[src/rtl/gpm_map.vh]
/*
 * constants for the shared pin multiplexer: register offsets, field
 * positions, widths and reset values.
 * assumes an 8-bit register address and 16-bit register data.
 */
// Summary of operation
// - each shared port B pin is individually a GPIO input or output
// - pull-up on pin n stays on until software clears bit n
// - port B pins leave reset in GPIO function, not address function
// - address pins carry bus address; tri-state when idle unless keep
// - port B pin 4 may output prescaler clock after GPIO disabled
// - data pins are bidirectional bus data; tri-state when bus idle unless keep
// - port F pins leave reset in data bus function
// - port A pins leave reset in address bus function
`ifndef GPM_MAP_VH
`define GPM_MAP_VH

`define GPM_AW              8
`define GPM_DW              16

// port widths
`define GPM_PA_W            6
`define GPM_PB_W            5
`define GPM_PF_W            4

// port register blocks
`define GPM_PORTA_BASE      8'h00
`define GPM_PORTB_BASE      8'h08
`define GPM_PORTF_BASE      8'h10

// register index inside a port block
`define GPM_REG_DATA        3'h0
`define GPM_REG_DIR         3'h1
`define GPM_REG_PER         3'h2
`define GPM_REG_PUR         3'h3
`define GPM_REG_PIN         3'h4

// single registers
`define GPM_CLOCK_OUT_SELECT_ADDR     8'h18
`define GPM_BUSCTL_ADDR     8'h19

// field positions
`define GPM_CLKO_SEL_BIT    0
`define GPM_DRV_KEEP_BIT    0
`define GPM_PB_CLK_PIN      4

// reset values
`define GPM_PA_PER_RST      6'h3f
`define GPM_PB_PER_RST      5'h00
`define GPM_PF_PER_RST      4'hf
`define GPM_CLOCK_OUT_SELECT_RST      1'b0
`define GPM_BUSCTL_RST      1'b0

`endif

[src/rtl/gpm_gpio_port.v]
/*
 * one GPIO port: data, direction, peripheral enable and pull-up
 * registers, plus a sampled copy of the pad levels.
 * assumes the register strobes of the top module and pads synchronous
 * to clk.
 */
`include "gpm_map.vh"

module gpm_gpio_port #(
   parameter         W       = 6,
   parameter [7:0]   BASE    = 8'h00,
   parameter [W-1:0] PER_RST = {W{1'b0}}
) (
   input  wire          clk,
   input  wire          rst_b,
   input  wire          wr_en,
   input  wire [7:0]    addr,
   input  wire [15:0]   wdata,
   input  wire [W-1:0]  pin_in,
   output reg  [W-1:0]  data_q,
   output reg  [W-1:0]  dir_q,
   output reg  [W-1:0]  per_q,
   output reg  [W-1:0]  pur_q,
   output reg  [W-1:0]  pin_q,
   output wire          hit,
   output reg  [15:0]   rd_val
);

   // address match for one register of this block
   function reg_hit;
      input [7:0] a;
      input [2:0] r;
      begin
         reg_hit = (a == (BASE | {5'h00, r}));
      end
   endfunction

   assign hit = (addr[7:3] == BASE[7:3]) && (addr[2:0] <= `GPM_REG_PIN);

   // register writes; reset clears every direction bit to input, sets every pull-up and loads per_q with PER_RST
   always @(posedge clk or negedge rst_b) begin
      if (!rst_b) begin
         data_q <= {W{1'b0}};
         dir_q  <= {W{1'b0}};
         per_q  <= PER_RST;
         pur_q  <= {W{1'b1}};
         pin_q  <= {W{1'b0}};
      end else begin
         pin_q <= pin_in;
         if (wr_en && reg_hit(addr, `GPM_REG_DATA)) begin
            data_q <= wdata[W-1:0];
         end
         if (wr_en && reg_hit(addr, `GPM_REG_DIR)) begin
            dir_q <= wdata[W-1:0];
         end
         if (wr_en && reg_hit(addr, `GPM_REG_PER)) begin
            per_q <= wdata[W-1:0];
         end
         if (wr_en && reg_hit(addr, `GPM_REG_PUR)) begin
            pur_q <= wdata[W-1:0];
         end
      end
   end

   // read view; upper bits read as zero
   always @* begin
      rd_val = 16'h0000;
      case (addr[2:0])
         `GPM_REG_DATA: rd_val = {{(16-W){1'b0}}, data_q};
         `GPM_REG_DIR:  rd_val = {{(16-W){1'b0}}, dir_q};
         `GPM_REG_PER:  rd_val = {{(16-W){1'b0}}, per_q};
         `GPM_REG_PUR:  rd_val = {{(16-W){1'b0}}, pur_q};
         `GPM_REG_PIN:  rd_val = {{(16-W){1'b0}}, pin_q};
         default:       rd_val = 16'h0000;
      endcase
   end

endmodule // gpm_gpio_port

[src/rtl/gpm_pad_mux.v]
/*
 * per-pin choice between the GPIO function and the alternate function.
 * assumes rst_b is the raw active-low reset, used to force the pads
 * off while reset is held.
 */
module gpm_pad_mux #(
   parameter W = 6
) (
   input  wire          rst_b,
   input  wire [W-1:0]  per_en,
   input  wire [W-1:0]  gpio_out,
   input  wire [W-1:0]  gpio_dir,
   input  wire [W-1:0]  alt_out,
   input  wire [W-1:0]  alt_oe,
   output wire [W-1:0]  pad_out,
   output wire [W-1:0]  pad_oe
);

   // per set: alternate function owns the pin, else GPIO does
   assign pad_out = (per_en & alt_out) | (~per_en & gpio_out);

   // reset gates the enables combinationally so no pad drives in reset
   assign pad_oe = {W{rst_b}} &
                   ((per_en & alt_oe) | (~per_en & gpio_dir));

endmodule // gpm_pad_mux

[src/rtl/gpm_pin_mux.v]
/*
 * shared pin multiplexer: ports A, B and F between GPIO and the
 * external memory bus, with the prescaler clock option on port B pin 4
 * and the bus drive keep bit.
 * assumes the bus controller supplies address, write data, a data
 * output request and a bus cycle active level, all synchronous to
 * CLOCK; the pad ring resolves each pin from its output and enable.
 * assumes software keeps ports A and F in GPIO function, since their
 * bus function has no pins here; the hardware does not enforce it.
 */
// The placing of the registers and the strobed register port were decided locally.
`include "gpm_map.vh"

module gpm_pin_mux (
   input  wire                   CLOCK,
   input  wire                   RST_B,
   // register port
   input  wire [`GPM_AW-1:0]     REG_ADDR,
   input  wire [`GPM_DW-1:0]     REG_WDATA,
   input  wire                   REG_WR,
   input  wire                   REG_RD,
   output wire [`GPM_DW-1:0]     REG_RDATA,
   // external memory interface side
   input  wire [5:0]             EMI_ADDR_MID,
   input  wire [4:0]             EMI_ADDR_HI,
   input  wire [3:0]             EMI_DOUT,
   input  wire                   EMI_DATA_OE,
   input  wire                   EMI_BUS_ACTIVE,
   output wire [3:0]             EMI_DIN,
   output wire                   BUS_DRIVE_KEEP,
   // prescaler clock for monitoring
   input  wire                   PRESCALER_CLK,
   // port A pads, shared with A8..A13
   input  wire [`GPM_PA_W-1:0]   PA_IN,
   output wire [`GPM_PA_W-1:0]   PA_OUT,
   output wire [`GPM_PA_W-1:0]   PA_OE,
   output wire [`GPM_PA_W-1:0]   PA_PU,
   // port B pads, shared with A16..A20 and the prescaler clock
   input  wire [`GPM_PB_W-1:0]   PB_IN,
   output wire [`GPM_PB_W-1:0]   PB_OUT,
   output wire [`GPM_PB_W-1:0]   PB_OE,
   output wire [`GPM_PB_W-1:0]   PB_PU,
   // port F pads, shared with D7..D10
   input  wire [`GPM_PF_W-1:0]   PF_IN,
   output wire [`GPM_PF_W-1:0]   PF_OUT,
   output wire [`GPM_PF_W-1:0]   PF_OE,
   output wire [`GPM_PF_W-1:0]   PF_PU
);

   // port register state
   wire [`GPM_PA_W-1:0]  pa_data;
   wire [`GPM_PA_W-1:0]  pa_dir;
   wire [`GPM_PA_W-1:0]  pa_per;
   wire [`GPM_PA_W-1:0]  pa_pur;
   wire                  pa_hit;
   wire [`GPM_DW-1:0]    pa_rd;
   wire [`GPM_PB_W-1:0]  pb_data;
   wire [`GPM_PB_W-1:0]  pb_dir;
   wire [`GPM_PB_W-1:0]  pb_per;
   wire [`GPM_PB_W-1:0]  pb_pur;
   wire                  pb_hit;
   wire [`GPM_DW-1:0]    pb_rd;
   wire [`GPM_PF_W-1:0]  pf_data;
   wire [`GPM_PF_W-1:0]  pf_dir;
   wire [`GPM_PF_W-1:0]  pf_per;
   wire [`GPM_PF_W-1:0]  pf_pur;
   wire                  pf_hit;
   wire [`GPM_DW-1:0]    pf_rd;

   // local control registers
   reg                   clko_sel_q;
   reg                   drv_keep_q;
   reg                   clko_sel_d;
   reg                   drv_keep_d;
   reg  [3:0]            emi_din_q;
   reg  [`GPM_DW-1:0]    rdata_q;
   reg  [`GPM_DW-1:0]    rdata_d;

   // alternate function drive
   wire                  addr_drive;
   wire                  data_drive;
   wire [`GPM_PB_W-1:0]  pb_alt_out;
   wire [`GPM_PB_W-1:0]  pb_alt_oe;
   wire                  clk_on_pin;
   wire [`GPM_PA_W-1:0]  pa_alt_oe;
   wire [`GPM_PF_W-1:0]  pf_alt_oe;

   // single register decode, shared by the write and the read path
   wire                  clko_hit;
   wire                  busctl_hit;
   wire                  clko_wr;
   wire                  busctl_wr;

   // bus read data from the data pins before the register
   wire [3:0]            emi_din_d;

   // exact address match for the stand-alone control registers
   function is_reg;
      input [`GPM_AW-1:0] a;
      input [`GPM_AW-1:0] r;
      begin
         is_reg = (a == r);
      end
   endfunction

   // port A: address bus after reset, software moves it to GPIO
   gpm_gpio_port #(
      .W       (`GPM_PA_W),
      .BASE    (`GPM_PORTA_BASE),
      .PER_RST (`GPM_PA_PER_RST)
   ) u_port_a (
      .clk     (CLOCK),
      .rst_b   (RST_B),
      .wr_en   (REG_WR),
      .addr    (REG_ADDR),
      .wdata   (REG_WDATA),
      .pin_in  (PA_IN),
      .data_q  (pa_data),
      .dir_q   (pa_dir),
      .per_q   (pa_per),
      .pur_q   (pa_pur),
      .pin_q   (),
      .hit     (pa_hit),
      .rd_val  (pa_rd)
   );

   // port B: GPIO after reset
   gpm_gpio_port #(
      .W       (`GPM_PB_W),
      .BASE    (`GPM_PORTB_BASE),
      .PER_RST (`GPM_PB_PER_RST)
   ) u_port_b (
      .clk     (CLOCK),
      .rst_b   (RST_B),
      .wr_en   (REG_WR),
      .addr    (REG_ADDR),
      .wdata   (REG_WDATA),
      .pin_in  (PB_IN),
      .data_q  (pb_data),
      .dir_q   (pb_dir),
      .per_q   (pb_per),
      .pur_q   (pb_pur),
      .pin_q   (),
      .hit     (pb_hit),
      .rd_val  (pb_rd)
   );

   // port F: data bus after reset, software moves it to GPIO
   gpm_gpio_port #(
      .W       (`GPM_PF_W),
      .BASE    (`GPM_PORTF_BASE),
      .PER_RST (`GPM_PF_PER_RST)
   ) u_port_f (
      .clk     (CLOCK),
      .rst_b   (RST_B),
      .wr_en   (REG_WR),
      .addr    (REG_ADDR),
      .wdata   (REG_WDATA),
      .pin_in  (PF_IN),
      .data_q  (pf_data),
      .dir_q   (pf_dir),
      .per_q   (pf_per),
      .pur_q   (pf_pur),
      .pin_q   (),
      .hit     (pf_hit),
      .rd_val  (pf_rd)
   );

   // a full compare keeps the port blocks' aliases off these two bits
   assign clko_hit   = is_reg(REG_ADDR, `GPM_CLOCK_OUT_SELECT_ADDR);
   assign busctl_hit = is_reg(REG_ADDR, `GPM_BUSCTL_ADDR);
   assign clko_wr    = REG_WR & clko_hit;
   assign busctl_wr  = REG_WR & busctl_hit;

   // next values of the control bits; a write elsewhere holds them
   always @* begin
      clko_sel_d = clko_sel_q;
      drv_keep_d = drv_keep_q;
      if (clko_wr) begin
         clko_sel_d = REG_WDATA[`GPM_CLKO_SEL_BIT];
      end
      if (busctl_wr) begin
         drv_keep_d = REG_WDATA[`GPM_DRV_KEEP_BIT];
      end
   end

   // clock out select and bus drive keep registers
   always @(posedge CLOCK or negedge RST_B) begin
      if (!RST_B) begin
         clko_sel_q <= `GPM_CLOCK_OUT_SELECT_RST;
         drv_keep_q <= `GPM_BUSCTL_RST;
      end else begin
         clko_sel_q <= clko_sel_d;
         drv_keep_q <= drv_keep_d;
      end
   end

   assign BUS_DRIVE_KEEP = drv_keep_q;

   // with keep set the address pins, and the data pins while EMI_DATA_OE,
   // hold their drive between cycles, otherwise they float whenever no
   // bus cycle runs; keep trades a quiet bus between cycles for address
   // pins that never release to others
   assign addr_drive = EMI_BUS_ACTIVE | drv_keep_q;
   assign data_drive = EMI_DATA_OE & (EMI_BUS_ACTIVE | drv_keep_q);

   // pin 4 shows the clock only when peripheral enabled and selected;
   // the clock passes through combinationally so it is not resampled
   assign clk_on_pin = pb_per[`GPM_PB_CLK_PIN] & clko_sel_q;

   assign pb_alt_out = clk_on_pin ?
                       {PRESCALER_CLK, EMI_ADDR_HI[3:0]} :
                       EMI_ADDR_HI;
   assign pb_alt_oe  = clk_on_pin ?
                       {1'b1, {(`GPM_PB_W-1){addr_drive}}} :
                       {`GPM_PB_W{addr_drive}};

   // one enable per bus group; a group floats together between cycles
   assign pa_alt_oe = {`GPM_PA_W{addr_drive}};
   assign pf_alt_oe = {`GPM_PF_W{data_drive}};

   // port A pads: alternate is A8..A13; not bonded, so left to software
   gpm_pad_mux #(
      .W        (`GPM_PA_W)
   ) u_pad_a (
      .rst_b    (RST_B),
      .per_en   (pa_per),
      .gpio_out (pa_data),
      .gpio_dir (pa_dir),
      .alt_out  (EMI_ADDR_MID),
      .alt_oe   (pa_alt_oe),
      .pad_out  (PA_OUT),
      .pad_oe   (PA_OE)
   );

   // port B pads: A16..A20, pin 4 optionally the prescaler clock
   gpm_pad_mux #(
      .W        (`GPM_PB_W)
   ) u_pad_b (
      .rst_b    (RST_B),
      .per_en   (pb_per),
      .gpio_out (pb_data),
      .gpio_dir (pb_dir),
      .alt_out  (pb_alt_out),
      .alt_oe   (pb_alt_oe),
      .pad_out  (PB_OUT),
      .pad_oe   (PB_OE)
   );

   // port F pads: D7..D10, driven only on a bus write
   gpm_pad_mux #(
      .W        (`GPM_PF_W)
   ) u_pad_f (
      .rst_b    (RST_B),
      .per_en   (pf_per),
      .gpio_out (pf_data),
      .gpio_dir (pf_dir),
      .alt_out  (EMI_DOUT),
      .alt_oe   (pf_alt_oe),
      .pad_out  (PF_OUT),
      .pad_oe   (PF_OE)
   );

   // pull-ups follow the registers in either function; a driving pin
   // keeps its pull-up, which costs a little current when driven low
   assign PA_PU = pa_pur;
   assign PB_PU = pb_pur;
   assign PF_PU = pf_pur;

   // pins still in GPIO function are masked, so a floating or
   // GPIO-driven level never reaches the bus controller as data
   assign emi_din_d = PF_IN & pf_per;

   // bus read data from the data pins, one cycle of latency
   always @(posedge CLOCK or negedge RST_B) begin
      if (!RST_B) begin
         emi_din_q <= 4'h0;
      end else begin
         emi_din_q <= emi_din_d;
      end
   end

   assign EMI_DIN = emi_din_q;

   // read decode; unmapped addresses read as zero
   always @* begin
      rdata_d = 16'h0000;
      if (pa_hit) begin
         rdata_d = pa_rd;
      end else if (pb_hit) begin
         rdata_d = pb_rd;
      end else if (pf_hit) begin
         rdata_d = pf_rd;
      end else if (clko_hit) begin
         rdata_d = {15'h0000, clko_sel_q};
      end else if (busctl_hit) begin
         rdata_d = {15'h0000, drv_keep_q};
      end else begin
         rdata_d = 16'h0000;
      end
   end

   // read data stands only in the cycle after the strobe;
   // zero outside that slot lets read paths be ORed further up
   always @(posedge CLOCK or negedge RST_B) begin
      if (!RST_B) begin
         rdata_q <= 16'h0000;
      end else if (REG_RD) begin
         rdata_q <= rdata_d;
      end else begin
         rdata_q <= 16'h0000;
      end
   end

   assign REG_RDATA = rdata_q;

endmodule // gpm_pin_mux
[config.mk]
export PLATFORM = sky130hd
export DESIGN_NAME = gpm_pin_mux
export DESIGN_NICKNAME = d
export VERILOG_FILES = /design/src/rtl/gpm_gpio_port.v /design/src/rtl/gpm_pad_mux.v /design/src/rtl/gpm_pin_mux.v
export VERILOG_INCLUDE_DIRS = /design/src /design/src/rtl
export SDC_FILE = /design/constraint.sdc
export NUM_CORES = 1
export LEC_CHECK = 0
export ABC_AREA = 1
export ABC_CLOCK_PERIOD_IN_PS = 1950
export BUFFER_PORTS_ARGS = -buffer_cell sky130_fd_sc_hd__buf_2
export CORE_ASPECT_RATIO = 1.25
export CORE_MARGIN = 3
export CORE_UTILIZATION = 40
export CTS_BUF_LIST = sky130_fd_sc_hd__clkbuf_2
export DETAILED_ROUTE_END_ITERATION = 8
export PLACE_DENSITY_LB_ADDON = 0.25
export SLEW_MARGIN = 20
export SYNTH_ARGS = -nofsm -noshare
export SYNTH_HDL_FRONTEND = slang
export SYNTH_SLANG_ARGS = --single-unit
[constraint.sdc]
create_clock -name CLOCK -period 1.95 [get_ports CLOCK]
set_input_delay 0.39 -clock CLOCK [delete_from_list [all_inputs] [get_ports CLOCK]]
set_output_delay 0.39 -clock CLOCK [all_outputs]
set_load 0.1 [all_outputs]
==> results of run 1 <==
[cell usage in the layout (no fill, tap or decap), drive strengths merged, types with 2 or more instances in the layout]
| cell | n |
|---|---|
| nand3 | 36 |
| nor2 | 42 |
| clkinv | 3 |
| nor3 | 4 |
| nand4 | 6 |
| a21oi | 16 |
| dfrtp | 62 |
| nand2 | 169 |
| buf | 172 |
| o21ai | 90 |
| clkbuf | 11 |
| o211ai | 2 |
| inv | 43 |
| mux2 | 5 |
| dfstp | 25 |
| a31oi | 4 |
| dlygate4sd3 | 17 |
| conb | 10 |
[Yosys cell counts (2+ instances only)]
library cell / number / area (um^2)
nor3_1: 2 / 10.0
o211ai_1: 2 / 15.0
buf_2: 7 / 35.0
nor2_2: 4 / 25.0
dfrtp_1: 62 / 1550
dfstp_2: 25 / 657
nand3_1: 36 / 180
buf_4: 11 / 82.6
a31oi_1: 4 / 25.0
o21ai_0: 86 / 430
o21ai_1: 4 / 20.0
nand4_1: 5 / 31.3
nor2_1: 38 / 143
a21oi_1: 16 / 80.1
nand2_1: 167 / 627
clkbuf_1: 8 / 30.0
mux2_2: 5 / 56.3
nand2_2: 2 / 12.5
inv_1: 43 / 161
[repair_timing]
| item | 4_1_cts | 5_1_grt |
|---|---|---|
| cloned | 1 | 0 |
| buffers inserted | 30 | 6 |
| gates resized for setup | 102 | 36 |
| hold endpoints to repair | 83 | 0 |
| setup endpoints to repair | 45 | 33 |
| hold buffers | 18 | 0 |
| pin swaps | 7 | 3 |
[cell families (layout without fill, tap and decap cells)]
group,after synthesis,after routing
and+or+nand+nor,258,258
muxes,5,5
buffers and inverters,70,248
AOI/OAI and AO/OA,114,114
DFF,87,87
other,1,10
[stage by stage]
step	worst slack, ns	instances	util	instance area (um^2)
finish	-0.247	851	0.637	6540
global route	-0.354	851	0.637	6540
CTS	-0.281	848	0.622	6390
detailed placement	0.170	783	0.535	5490
global placement	0.172	783	0.535	5490
floorplan	-0.304	544	-	4470
[worst max-delay path by stage]
stage	to	slack [ns]	cells past startpoint
finish	PA_OE[1]	-0.25	5
global placement	PF_OE[0]	0.17	6
CTS	PB_OE[3]	-0.28	5
floorplan	PF_OE[0]	-0.30	4
detailed placement	u_port_b.per_q[3]	0.17	7
global route	PB_OE[2]	-0.35	5
[worst max-delay path, cell delays in order (launching register included)]
cell	delay, ns
dfrtp_4	0.54
nor2_4	0.19
buf_12	0.14
buf_16	0.13
a21oi_4	0.06
buf_12	0.18
[sequential cells by signal (all words and copies together) (netlist names), 5 cells and up]
register         cells
u_port_a.data_q      6
u_port_b.data_q      5
u_port_a.pin_q       6
u_port_b.per_q       5
REG_RDATA            6
u_port_b.pur_q       5
u_port_a.dir_q       6
u_port_a.per_q       6
u_port_b.dir_q       5
u_port_b.pin_q       5
u_port_a.pur_q       6
[per-layer routing]
metal	up-vias	GRT usage
met2	164	0.420
li1	2088	-
met3	32	0.0420
met1	2080	0.296
met4	0	0.0999
met5	-	0
[layout make-up]
type	instances	area [um^2]
clock buffers	11	55.1
clock inverters	5	50.0
fillers	887	3720
inverters	43	161
multi-input cells	387	2080
flip-flops and latches	87	2220
well taps	129	161
repair buffers	189	1810
[power groups by stage]
stage / clock [uW] / combinational (uW) / sequential, uW
after floorplan: 0 / 614 / 2140
after global placement: 0 / 1040 / 2020
after detailed placement: 0 / 1050 / 2020
after CTS: 919 / 1270 / 1980
after global routing: 1010 / 1370 / 1990
final: 910 / 1310 / 1980
==> impl_metrics.py, run 1 <==
metrics = {
    "global_route": {
        "antenna_found_initial": 0,
        "grt_pass1_wl_um": 22500,
        "grt_pass1_vias": 4431,
        "grt-ovfl-total": 0,
        "grt_usage": 0.241,
        "grt_max_degree": 26,
    },
    "pwr": {
        "cell_internal_pwr_uw": 2640,
        "worst_ir_drop_vdd_uv": 339,
        "power_density_mw_per_mm2": 643,
        "switchingPower_uw": 1570,
        "p_leak_uw": 0.00307,
        "p_clk_frac": 0.216,
        "p_seq_frac": 0.472,
        "pwr-share-comb": 0.312,
        "p_total_uw": 4200,
        "switching_share": 0.373,
    },
    "critical_path": {
        "end_kind": "output pin",
        "critPathRequiredTime_ns": 1.56,
        "crit_path_start": "BUS_DRIVE_KEEP",
        "critPathMaxFanout": 5,
        "regToRegEndpoint": "EMI_DIN[2]",
        "r2r_start": "u_port_f.per_q[2]",
        "worstSetupPathType": "register to output pin",
        "r2r_slack_ns": 0.50,
        "start_kind": "register",
        "worstRegToRegCells": 9,
        "arrival_ns": 1.81,
    },
    "hold_path": {
        "holdPathEnd": "REG_RDATA[4]",
        "hold_class": "input port to register",
        "hold_depth": 3,
        "hp-start": "REG_RD",
    },
    "drt": {
        "route.met2.wl_um": 7390,
        "routed_wl_um": 14100,
        "vias_per_cell": 5.13,
        "met1Wirelength_um": 5630,
        "vias": 4364,
        "drtPass1Iterations": 4,
        "drcViolationCount": 0,
        "antenna_left": 0,
        "met3_wirelength_um": 697,
        "dr.max_layer_used": "met4",
        "drt_iter0_markers": 312,
        "drt-wirelength-per-cell_um": 16.6,
    },
    "synthesis": {
        "async_flop_share": 1.00,
        "synth_area_mm2": 0.00426,
        "synth-compound-area-share": 0.138,
        "yosysSeqAreaShare": 0.519,
        "synth-simple-area-share": 0.256,
        "synth_enable_flop_cells": 0,
        "yosysWarnings": 0,
        "synthAdderAreaFrac": 0,
        "synth_top_family_by_area": "simple AND/OR/NAND/NOR gates",
        "synth.area.mux_share": 0.0132,
        "synthCells": 535,
        "synthXorXnorAreaFrac": 0,
        "avgSynthCellArea_um2": 7.96,
        "synth_seq_cells": 87,
        "synth_flop_cell": "dfrtp_1",
        "synth_cell_type_count": 27,
    },
    "job": {
        "max_cap_violations": 0,
    },
    "sta": {
        "report.final.setup_viol": 20,
        "setup_ws_ns": -0.247,
        "slew_viol_final": 0,
        "max_freq_mhz": 455,
        "maxSlewHeadroom": 0.338,
        "worst_pin_slew_ns": 0.989,
        "finalCritPeriodShare": 1.13,
        "finClkSkew_ns": 0.0293,
        "finalHoldViolations": 0,
        "fin_crit_ns": 2.20,
        "tns_ns": -3.37,
        "hold_slack_ns": 0.0870,
        "rsz0062_at_grt": "yes",
    },
    "outcome": {
        "violations": "negative setup slack",
        "status": "finished with violations",
    },
    "placed_design": {
        "place_hpwl_um": 9590,
        "port_buffers": 106,
        "gp_congestion": 0.902,
    },
    "clocking": {
        "cts_tree": "yes",
        "cts.htree.levels": 3,
        "numCtsBuffers": 9,
        "clk_pin_slew_worst_paths_ns": 0.25,
        "clock_latency_ns": 0.57,
        "clockRootBuffer": "clkbuf_2",
        "clockBufferDepth": 2,
        "clock_sinks": 87,
    },
    "layout": {
        "drive_gt1_frac": 0.386,
        "diodes": 0,
        "final_net_count": 778,
        "area_growth_pct": 53.6,
    },
    "die": {
        "start_util": 0.415,
        "core_mm2": 0.0103,
        "fp.dieH_um": 121,
        "die_area_mm2": 0.0119,
        "boundaryPins": 127,
        "fp-row-count": 41,
        "die_x_um": 98.3,
    },
}
No activity file was read; power rests on OpenSTA's default activity.
==> run 2, diff against run 1 <==
ABC_AREA = default   (was 1)
==> impl_metrics.py, run 2 <==
metrics = {
    "outcome": {
        "status": "finished with violations",
        "violations": "negative setup slack",
    },
    "die": {
        "core_mm2": 0.0107,
        "die_area_mm2": 0.0123,
        "boundaryPins": 127,
        "fp.dieH_um": 123,
        "start_util": 0.412,
        "die_x_um": 99.8,
        "fp-row-count": 42,
    },
    "sta": {
        "report.final.setup_viol": 25,
        "fin_crit_ns": 2.14,
        "finClkSkew_ns": 0.0234,
        "finalCritPeriodShare": 1.10,
        "rsz0062_at_grt": "yes",
        "finalHoldViolations": 0,
        "max_freq_mhz": 466,
        "tns_ns": -3.36,
        "slew_viol_final": 0,
        "hold_slack_ns": 0.109,
        "setup_ws_ns": -0.195,
    },
    "synthesis": {
        "synthTopCellsByArea": "dfrtp_1 35%, mux2_2 20%, dfstp_2 15%",
        "synthAdderAreaFrac": 0,
        "ys_top_cells_by_count": "79 x mux2_2, 62 x dfrtp_1, 35 x nand2_1",
        "synth_top_area_share": 0.353,
        "yosysWarnings": 0,
        "synth_seq_cells": 87,
        "synthMostInstantiatedCell": "mux2_2",
        "avgSynthCellArea_um2": 12.2,
        "yosysTopAreaCell": "dfrtp_1",
        "synth_cell_type_count": 44,
        "synth_flop_cell": "dfrtp_1",
        "synth_area_mm2": 0.00440,
        "synth-compound-area-share": 0.0967,
        "synth.area.mux_share": 0.263,
        "synthXorXnorAreaFrac": 0,
        "async_flop_share": 1.00,
        "synth-simple-area-share": 0.0956,
        "synth_enable_flop_cells": 0,
        "yosysSeqAreaShare": 0.502,
        "synth_top_family_by_area": "multiplexers",
        "synthCells": 360,
    },
    "critical_path": {
        "arrival_ns": 1.75,
        "end_kind": "output pin",
        "cp_cell_sequence": "nor2_4, nor2b_1, buf_6, mux2i_4, nor2b_4, buf_12",
        "worstRegToRegCells": 7,
        "critPathRequiredTime_ns": 1.56,
        "max_stage_delay_ns": 0.53,
        "critPathMaxFanout": 4,
        "worstSetupPathType": "register to output pin",
        "crit_slowest_cell": "dfrtp_4",
        "start_kind": "register",
    },
    "global_route": {
        "use_met2": 0.374,
        "grt_max_degree": 15,
        "grt_pass1_vias": 3752,
        "met1_usage": 0.276,
        "grt_pass1_wl_um": 20300,
        "antenna_found_initial": 1,
        "grt_usage": 0.219,
        "gr-max-usage-layer": "met2",
        "grtUsageMet3": 0.0429,
        "grt-ovfl-total": 0,
    },
    "layout": {
        "area_growth_pct": 46.4,
        "layout_commonest_cell": "buf_4",
        "fin_area_mm2": 0.00644,
        "final_net_count": 602,
        "drive_gt1_frac": 0.579,
        "n_fill_cell": 876,
        "diodes": 0,
        "mostFrequentLayoutCells": "68 x buf_4, 65 x mux2_2, 59 x dfrtp_1, 59 x buf_2, 35 x nand2_1",
        "finalNonFillerCells": 678,
    },
    "job": {
        "max_cap_violations": 0,
    },
    "clocking": {
        "clockRootBuffer": "clkbuf_2",
        "clock_latency_ns": 0.55,
        "numCtsBuffers": 9,
        "clockBufferDepth": 2,
        "clock_sinks": 87,
        "clk_pin_slew_worst_paths_ns": 0.22,
        "cts.htree.levels": 3,
        "cts_tree": "yes",
    },
    "drt": {
        "vias_per_cell": 5.25,
        "antenna_left": 0,
        "drcViolationCount": 0,
        "routed_wl_um": 12900,
        "drtPass1Iterations": 5,
        "drt-wirelength-per-cell_um": 19.1,
        "vias": 3560,
        "drt_iter0_markers": 178,
    },
    "placed_design": {
        "place_hpwl_um": 9070,
        "dpl.cell_count": 620,
        "port_buffers": 106,
        "gp_congestion": 0.939,
        "placed_cell_area_mm2": 0.00555,
    },
    "hold_path": {
        "hold_depth": 2,
        "hold_class": "input port to register",
    },
    "pwr": {
        "worst_ir_drop_vdd_uv": 297,
        "power_density_mw_per_mm2": 644,
        "p_leak_uw": 0.00302,
    },
}
-- run 2: cell count changes after synthesis, sizes merged, moves of 5 or more --
cell / change
nand2: -134
o21ai: -82
mux2: +74
inv: -42
nand3: -32
nor2: -27
mux2i: +20
o211a: +11
nor2b: +10
a21oi: -6
nand4: -6
and2: +5
-- run 2: per-layer routing --
| layer | wire, um | vias up |
|---|---|---|
| li1 | - | 1647 |
| met1 | 5230 | 1753 |
| met2 | 6700 | 136 |
| met4 | 199 | 2 |
| met5 | 13 | - |
| met3 | 777 | 22 |
-- run 2: area by class of cell --
type / count / area, um^2 / share of cell area
clock buffer: 14 / 70.1 / 0.0109
timing repair buffer: 188 / 1750 / 0.271
multi-input combinational: 254 / 2210 / 0.343
tap: 132 / 165 / 0.0256
inverter: 1 / 3.75 / 0.000583
clock inverter: 2 / 35.0 / 0.00544
sequential: 87 / 2210 / 0.344
-- run 2: final timing paths --
check | start | slack, ns | end
worst min-delay path | REG_WDATA[5] | 0.11 | u_port_a.dir_q[5]
min in group asynchronous | RST_B | 0.38 | u_port_b.pin_q[0]
worst max register to register | u_port_f.per_q[3] | 0.19 | REG_RDATA[3]
max in group asynchronous | RST_B | 0.87 | u_port_f.per_q[2]
worst max-delay path | BUS_DRIVE_KEEP | -0.19 | PF_OE[2]
worst min register to register | u_port_a.dir_q[1] | 0.56 | u_port_a.dir_q[1]
-- run 2: critical path, delay by kind of cell, from the launching register on --
family,cells,cell delay [ns]
buf+inv,2,0.30
flops,1,0.53
mux,1,0.17
simple gates,3,0.22
-- run 2: cells by family after synthesis --
kind of cell | Yosys count
buffers and inverters | 28
AOI/OAI and AO/OA | 55
DFF | 87
and+or+nand+nor | 87
other | 1
muxes | 102
-- run 2: where the power goes --
part	switching, uW	internal [uW]	leakage, uW
logic	800	468	0.00187
registers	74.8	1910	0.00108
clock network	574	322	0.0000762
-- run 2: stage by stage --
| step | utilization | total power (uW) | worst slack [ns] |
|---|---|---|---|
| 2_1_floorplan | - | 2770 | 0.0148 |
| 3_3_place_gp | 0.521 | 3060 | 0.0513 |
| 3_5_place_dp | 0.521 | 3070 | 0.0343 |
| 4_1_cts | 0.600 | 4160 | -0.267 |
| 5_1_grt | 0.604 | 4310 | -0.272 |
| 6_report | 0.604 | 4150 | -0.195 |
-- run 2: what timing repair did --
action	in CTS	in global routing
hold endpoints to repair	49	0
setup buffers	16	1
setup endpoints to repair	45	31
resized for setup	100	8
gates cloned	0	0
pin swaps	4	0
hold buffers	25	0
==> run 3, diff against run 2 <==
CORE_ASPECT_RATIO = default   (was 1.25)
CORE_UTILIZATION = 25   (was 40)
==> impl_metrics.py, run 3 (same netlist as run 2, synthesis figures left out) <==
metrics = {
    "outcome": {
        "status": "finished with violations",
        "violations": "negative setup slack",
    },
    "hold_path": {
        "hold_depth": 2,
        "hp-start": "REG_WDATA[5]",
        "hold_class": "input port to register",
        "holdPathEnd": "u_port_a.data_q[5]",
    },
    "job": {
        "max_cap_violations": 0,
    },
    "sta": {
        "fin_crit_ns": 2.25,
        "slew_viol_final": 0,
        "tns_ns": -5.65,
        "worst_pin_slew_ns": 0.817,
        "max_freq_mhz": 445,
        "maxSlewHeadroom": 0.453,
        "report.final.setup_viol": 30,
        "finalCritPeriodShare": 1.15,
        "finalHoldViolations": 0,
        "setup_ws_ns": -0.298,
        "finClkSkew_ns": 0.0299,
        "rsz0062_at_grt": "yes",
    },
    "pwr": {
        "p_leak_uw": 0.00300,
        "worst_ir_drop_vdd_uv": 238,
        "p_total_uw": 4090,
        "power_density_mw_per_mm2": 627,
    },
    "clocking": {
        "clockRootBuffer": "clkbuf_2",
        "cts.htree.levels": 3,
        "clockBufferDepth": 2,
        "cts_tree": "yes",
        "clk_pin_slew_worst_paths_ns": 0.23,
        "numCtsBuffers": 9,
        "clock_sinks": 87,
        "clock_latency_ns": 0.61,
    },
    "drt": {
        "routed_wl_um": 14600,
        "drt-wirelength-per-cell_um": 19.0,
        "vias_per_cell": 4.61,
        "drcViolationCount": 0,
        "drtPass1Iterations": 4,
        "drt_iter0_markers": 203,
        "vias": 3547,
        "antenna_left": 0,
    },
    "critical_path": {
        "critPathRequiredTime_ns": 1.56,
        "worstRegToRegCells": 6,
        "critPathMaxFanout": 10,
        "start_kind": "register",
        "regToRegEndpoint": "REG_RDATA[3]",
        "r2r_slack_ns": 0.24,
        "arrival_ns": 1.86,
        "worstSetupPathType": "register to output pin",
        "r2r_start": "u_port_f.per_q[3]",
        "end_kind": "output pin",
    },
    "placed_design": {
        "gp_congestion": 0.854,
        "place_hpwl_um": 10700,
        "port_buffers": 106,
    },
    "die": {
        "boundaryPins": 127,
        "fp-row-count": 47,
        "die_area_mm2": 0.0192,
        "die_x_um": 139,
        "core_mm2": 0.0169,
        "start_util": 0.261,
        "fp.dieH_um": 139,
    },
    "layout": {
        "drive_gt1_frac": 0.588,
        "layout_commonest_cell": "buf_4",
        "mostFrequentLayoutCells": "67 x buf_4, 65 x mux2_2, 59 x buf_2, 57 x dfrtp_1, 35 x nand2_1",
        "final_net_count": 604,
        "area_growth_pct": 48.4,
    },
    "global_route": {
        "antenna_found_initial": 2,
        "grt_pass1_wl_um": 22900,
        "grt_usage": 0.154,
        "grt_max_degree": 18,
        "grt_pass1_vias": 3855,
        "grt-ovfl-total": 0,
    },
}
==> run 3: cell types whose count changed in the layout (fill, tap and decap cells not counted), moves of 2 or more <==
cell	before	now
buf_12	32	30
mux2i_2	0	4
clkinvlp_4	0	3
dlygate4sd3_1	25	23
clkbuf_2	14	9
dfrtp_1	59	57
buf_6	3	9
mux2i_4	4	0
dfrtp_2	2	4
==> run 3: metrics by stage <==
stage / utilization / worst slack [ns] / instances / area (um^2) / hold slack, ns
2_1_floorplan: - / 0.0148 / 369 / 4480 / 0.0944
5_1_grt: 0.387 / -0.406 / 769 / 6530 / 0.0111
3_5_place_dp: 0.337 / -0.0754 / 714 / 5700 / 0.244
4_1_cts: 0.384 / -0.341 / 768 / 6490 / 0.0102
3_3_place_gp: 0.337 / -0.149 / 714 / 5700 / 0.248
6_report: 0.387 / -0.298 / 769 / 6530 / 0.0509
==> run 3: power breakdown <==
| part | internal [uW] | total [uW] | leakage, uW | switching, uW |
|---|---|---|---|---|
| logic | 469 | 1280 | 0.00187 | 813 |
| clock network | 166 | 825 | 0.0000520 | 659 |
| registers | 1910 | 1980 | 0.00107 | 73.2 |
| total | 2540 | 4090 | 0.00300 | 1550 |
==> run 3: critical path, cell delays in order (launching register included) <==
cell and delay (ns):
dfrtp_4 0.54, nor2_4 0.17, buf_8 0.17, nand2_1 0.07, o211a_2 0.16, buf_12 0.17
==> run 3: timing repair <==
item | 4_1_cts | 5_1_grt
resized for setup | 102 | 10
buffers inserted | 15 | 0
pin swaps | 2 | 0
setup endpoints to repair | 46 | 38
hold endpoints to repair | 79 | 0
hold buffers | 23 | 0
==> run 3: area by class of cell <==
cell class	instances	area [um^2]
clock buffer	9	45.0
timing repair buffer	190	1760
multi-input combinational	254	2170
sequential	87	2220
tap	220	275
clock inverter	7	48.8
fill	1655	10300
inverter	1	3.75
antenna	1	2.50
==> run 3: how the worst max path moves through the flow <==
stage                        endpoint           start  cells past startpoint  slack, ns
finish                       PB_OE[2]  BUS_DRIVE_KEEP                      5      -0.30
global route                 PB_OE[0]  BUS_DRIVE_KEEP                      5      -0.41
CTS                          PF_OE[1]  BUS_DRIVE_KEEP                      5      -0.34
detailed placement  u_port_a.dir_q[5]     REG_ADDR[1]                      5      -0.08
global placement         REG_RDATA[4]     REG_ADDR[0]                      8      -0.15
floorplan                    PF_OE[0]  BUS_DRIVE_KEEP                      4       0.01
==> run 3: layer usage <==
layer	up-vias	part of all wire	GRT usage
met5	-	0.00089	0
met4	2	0.011	0.0355
met3	15	0.062	0.0369
met2	115	0.49	0.257
met1	1759	0.44	0.202
li1	1656	-	-
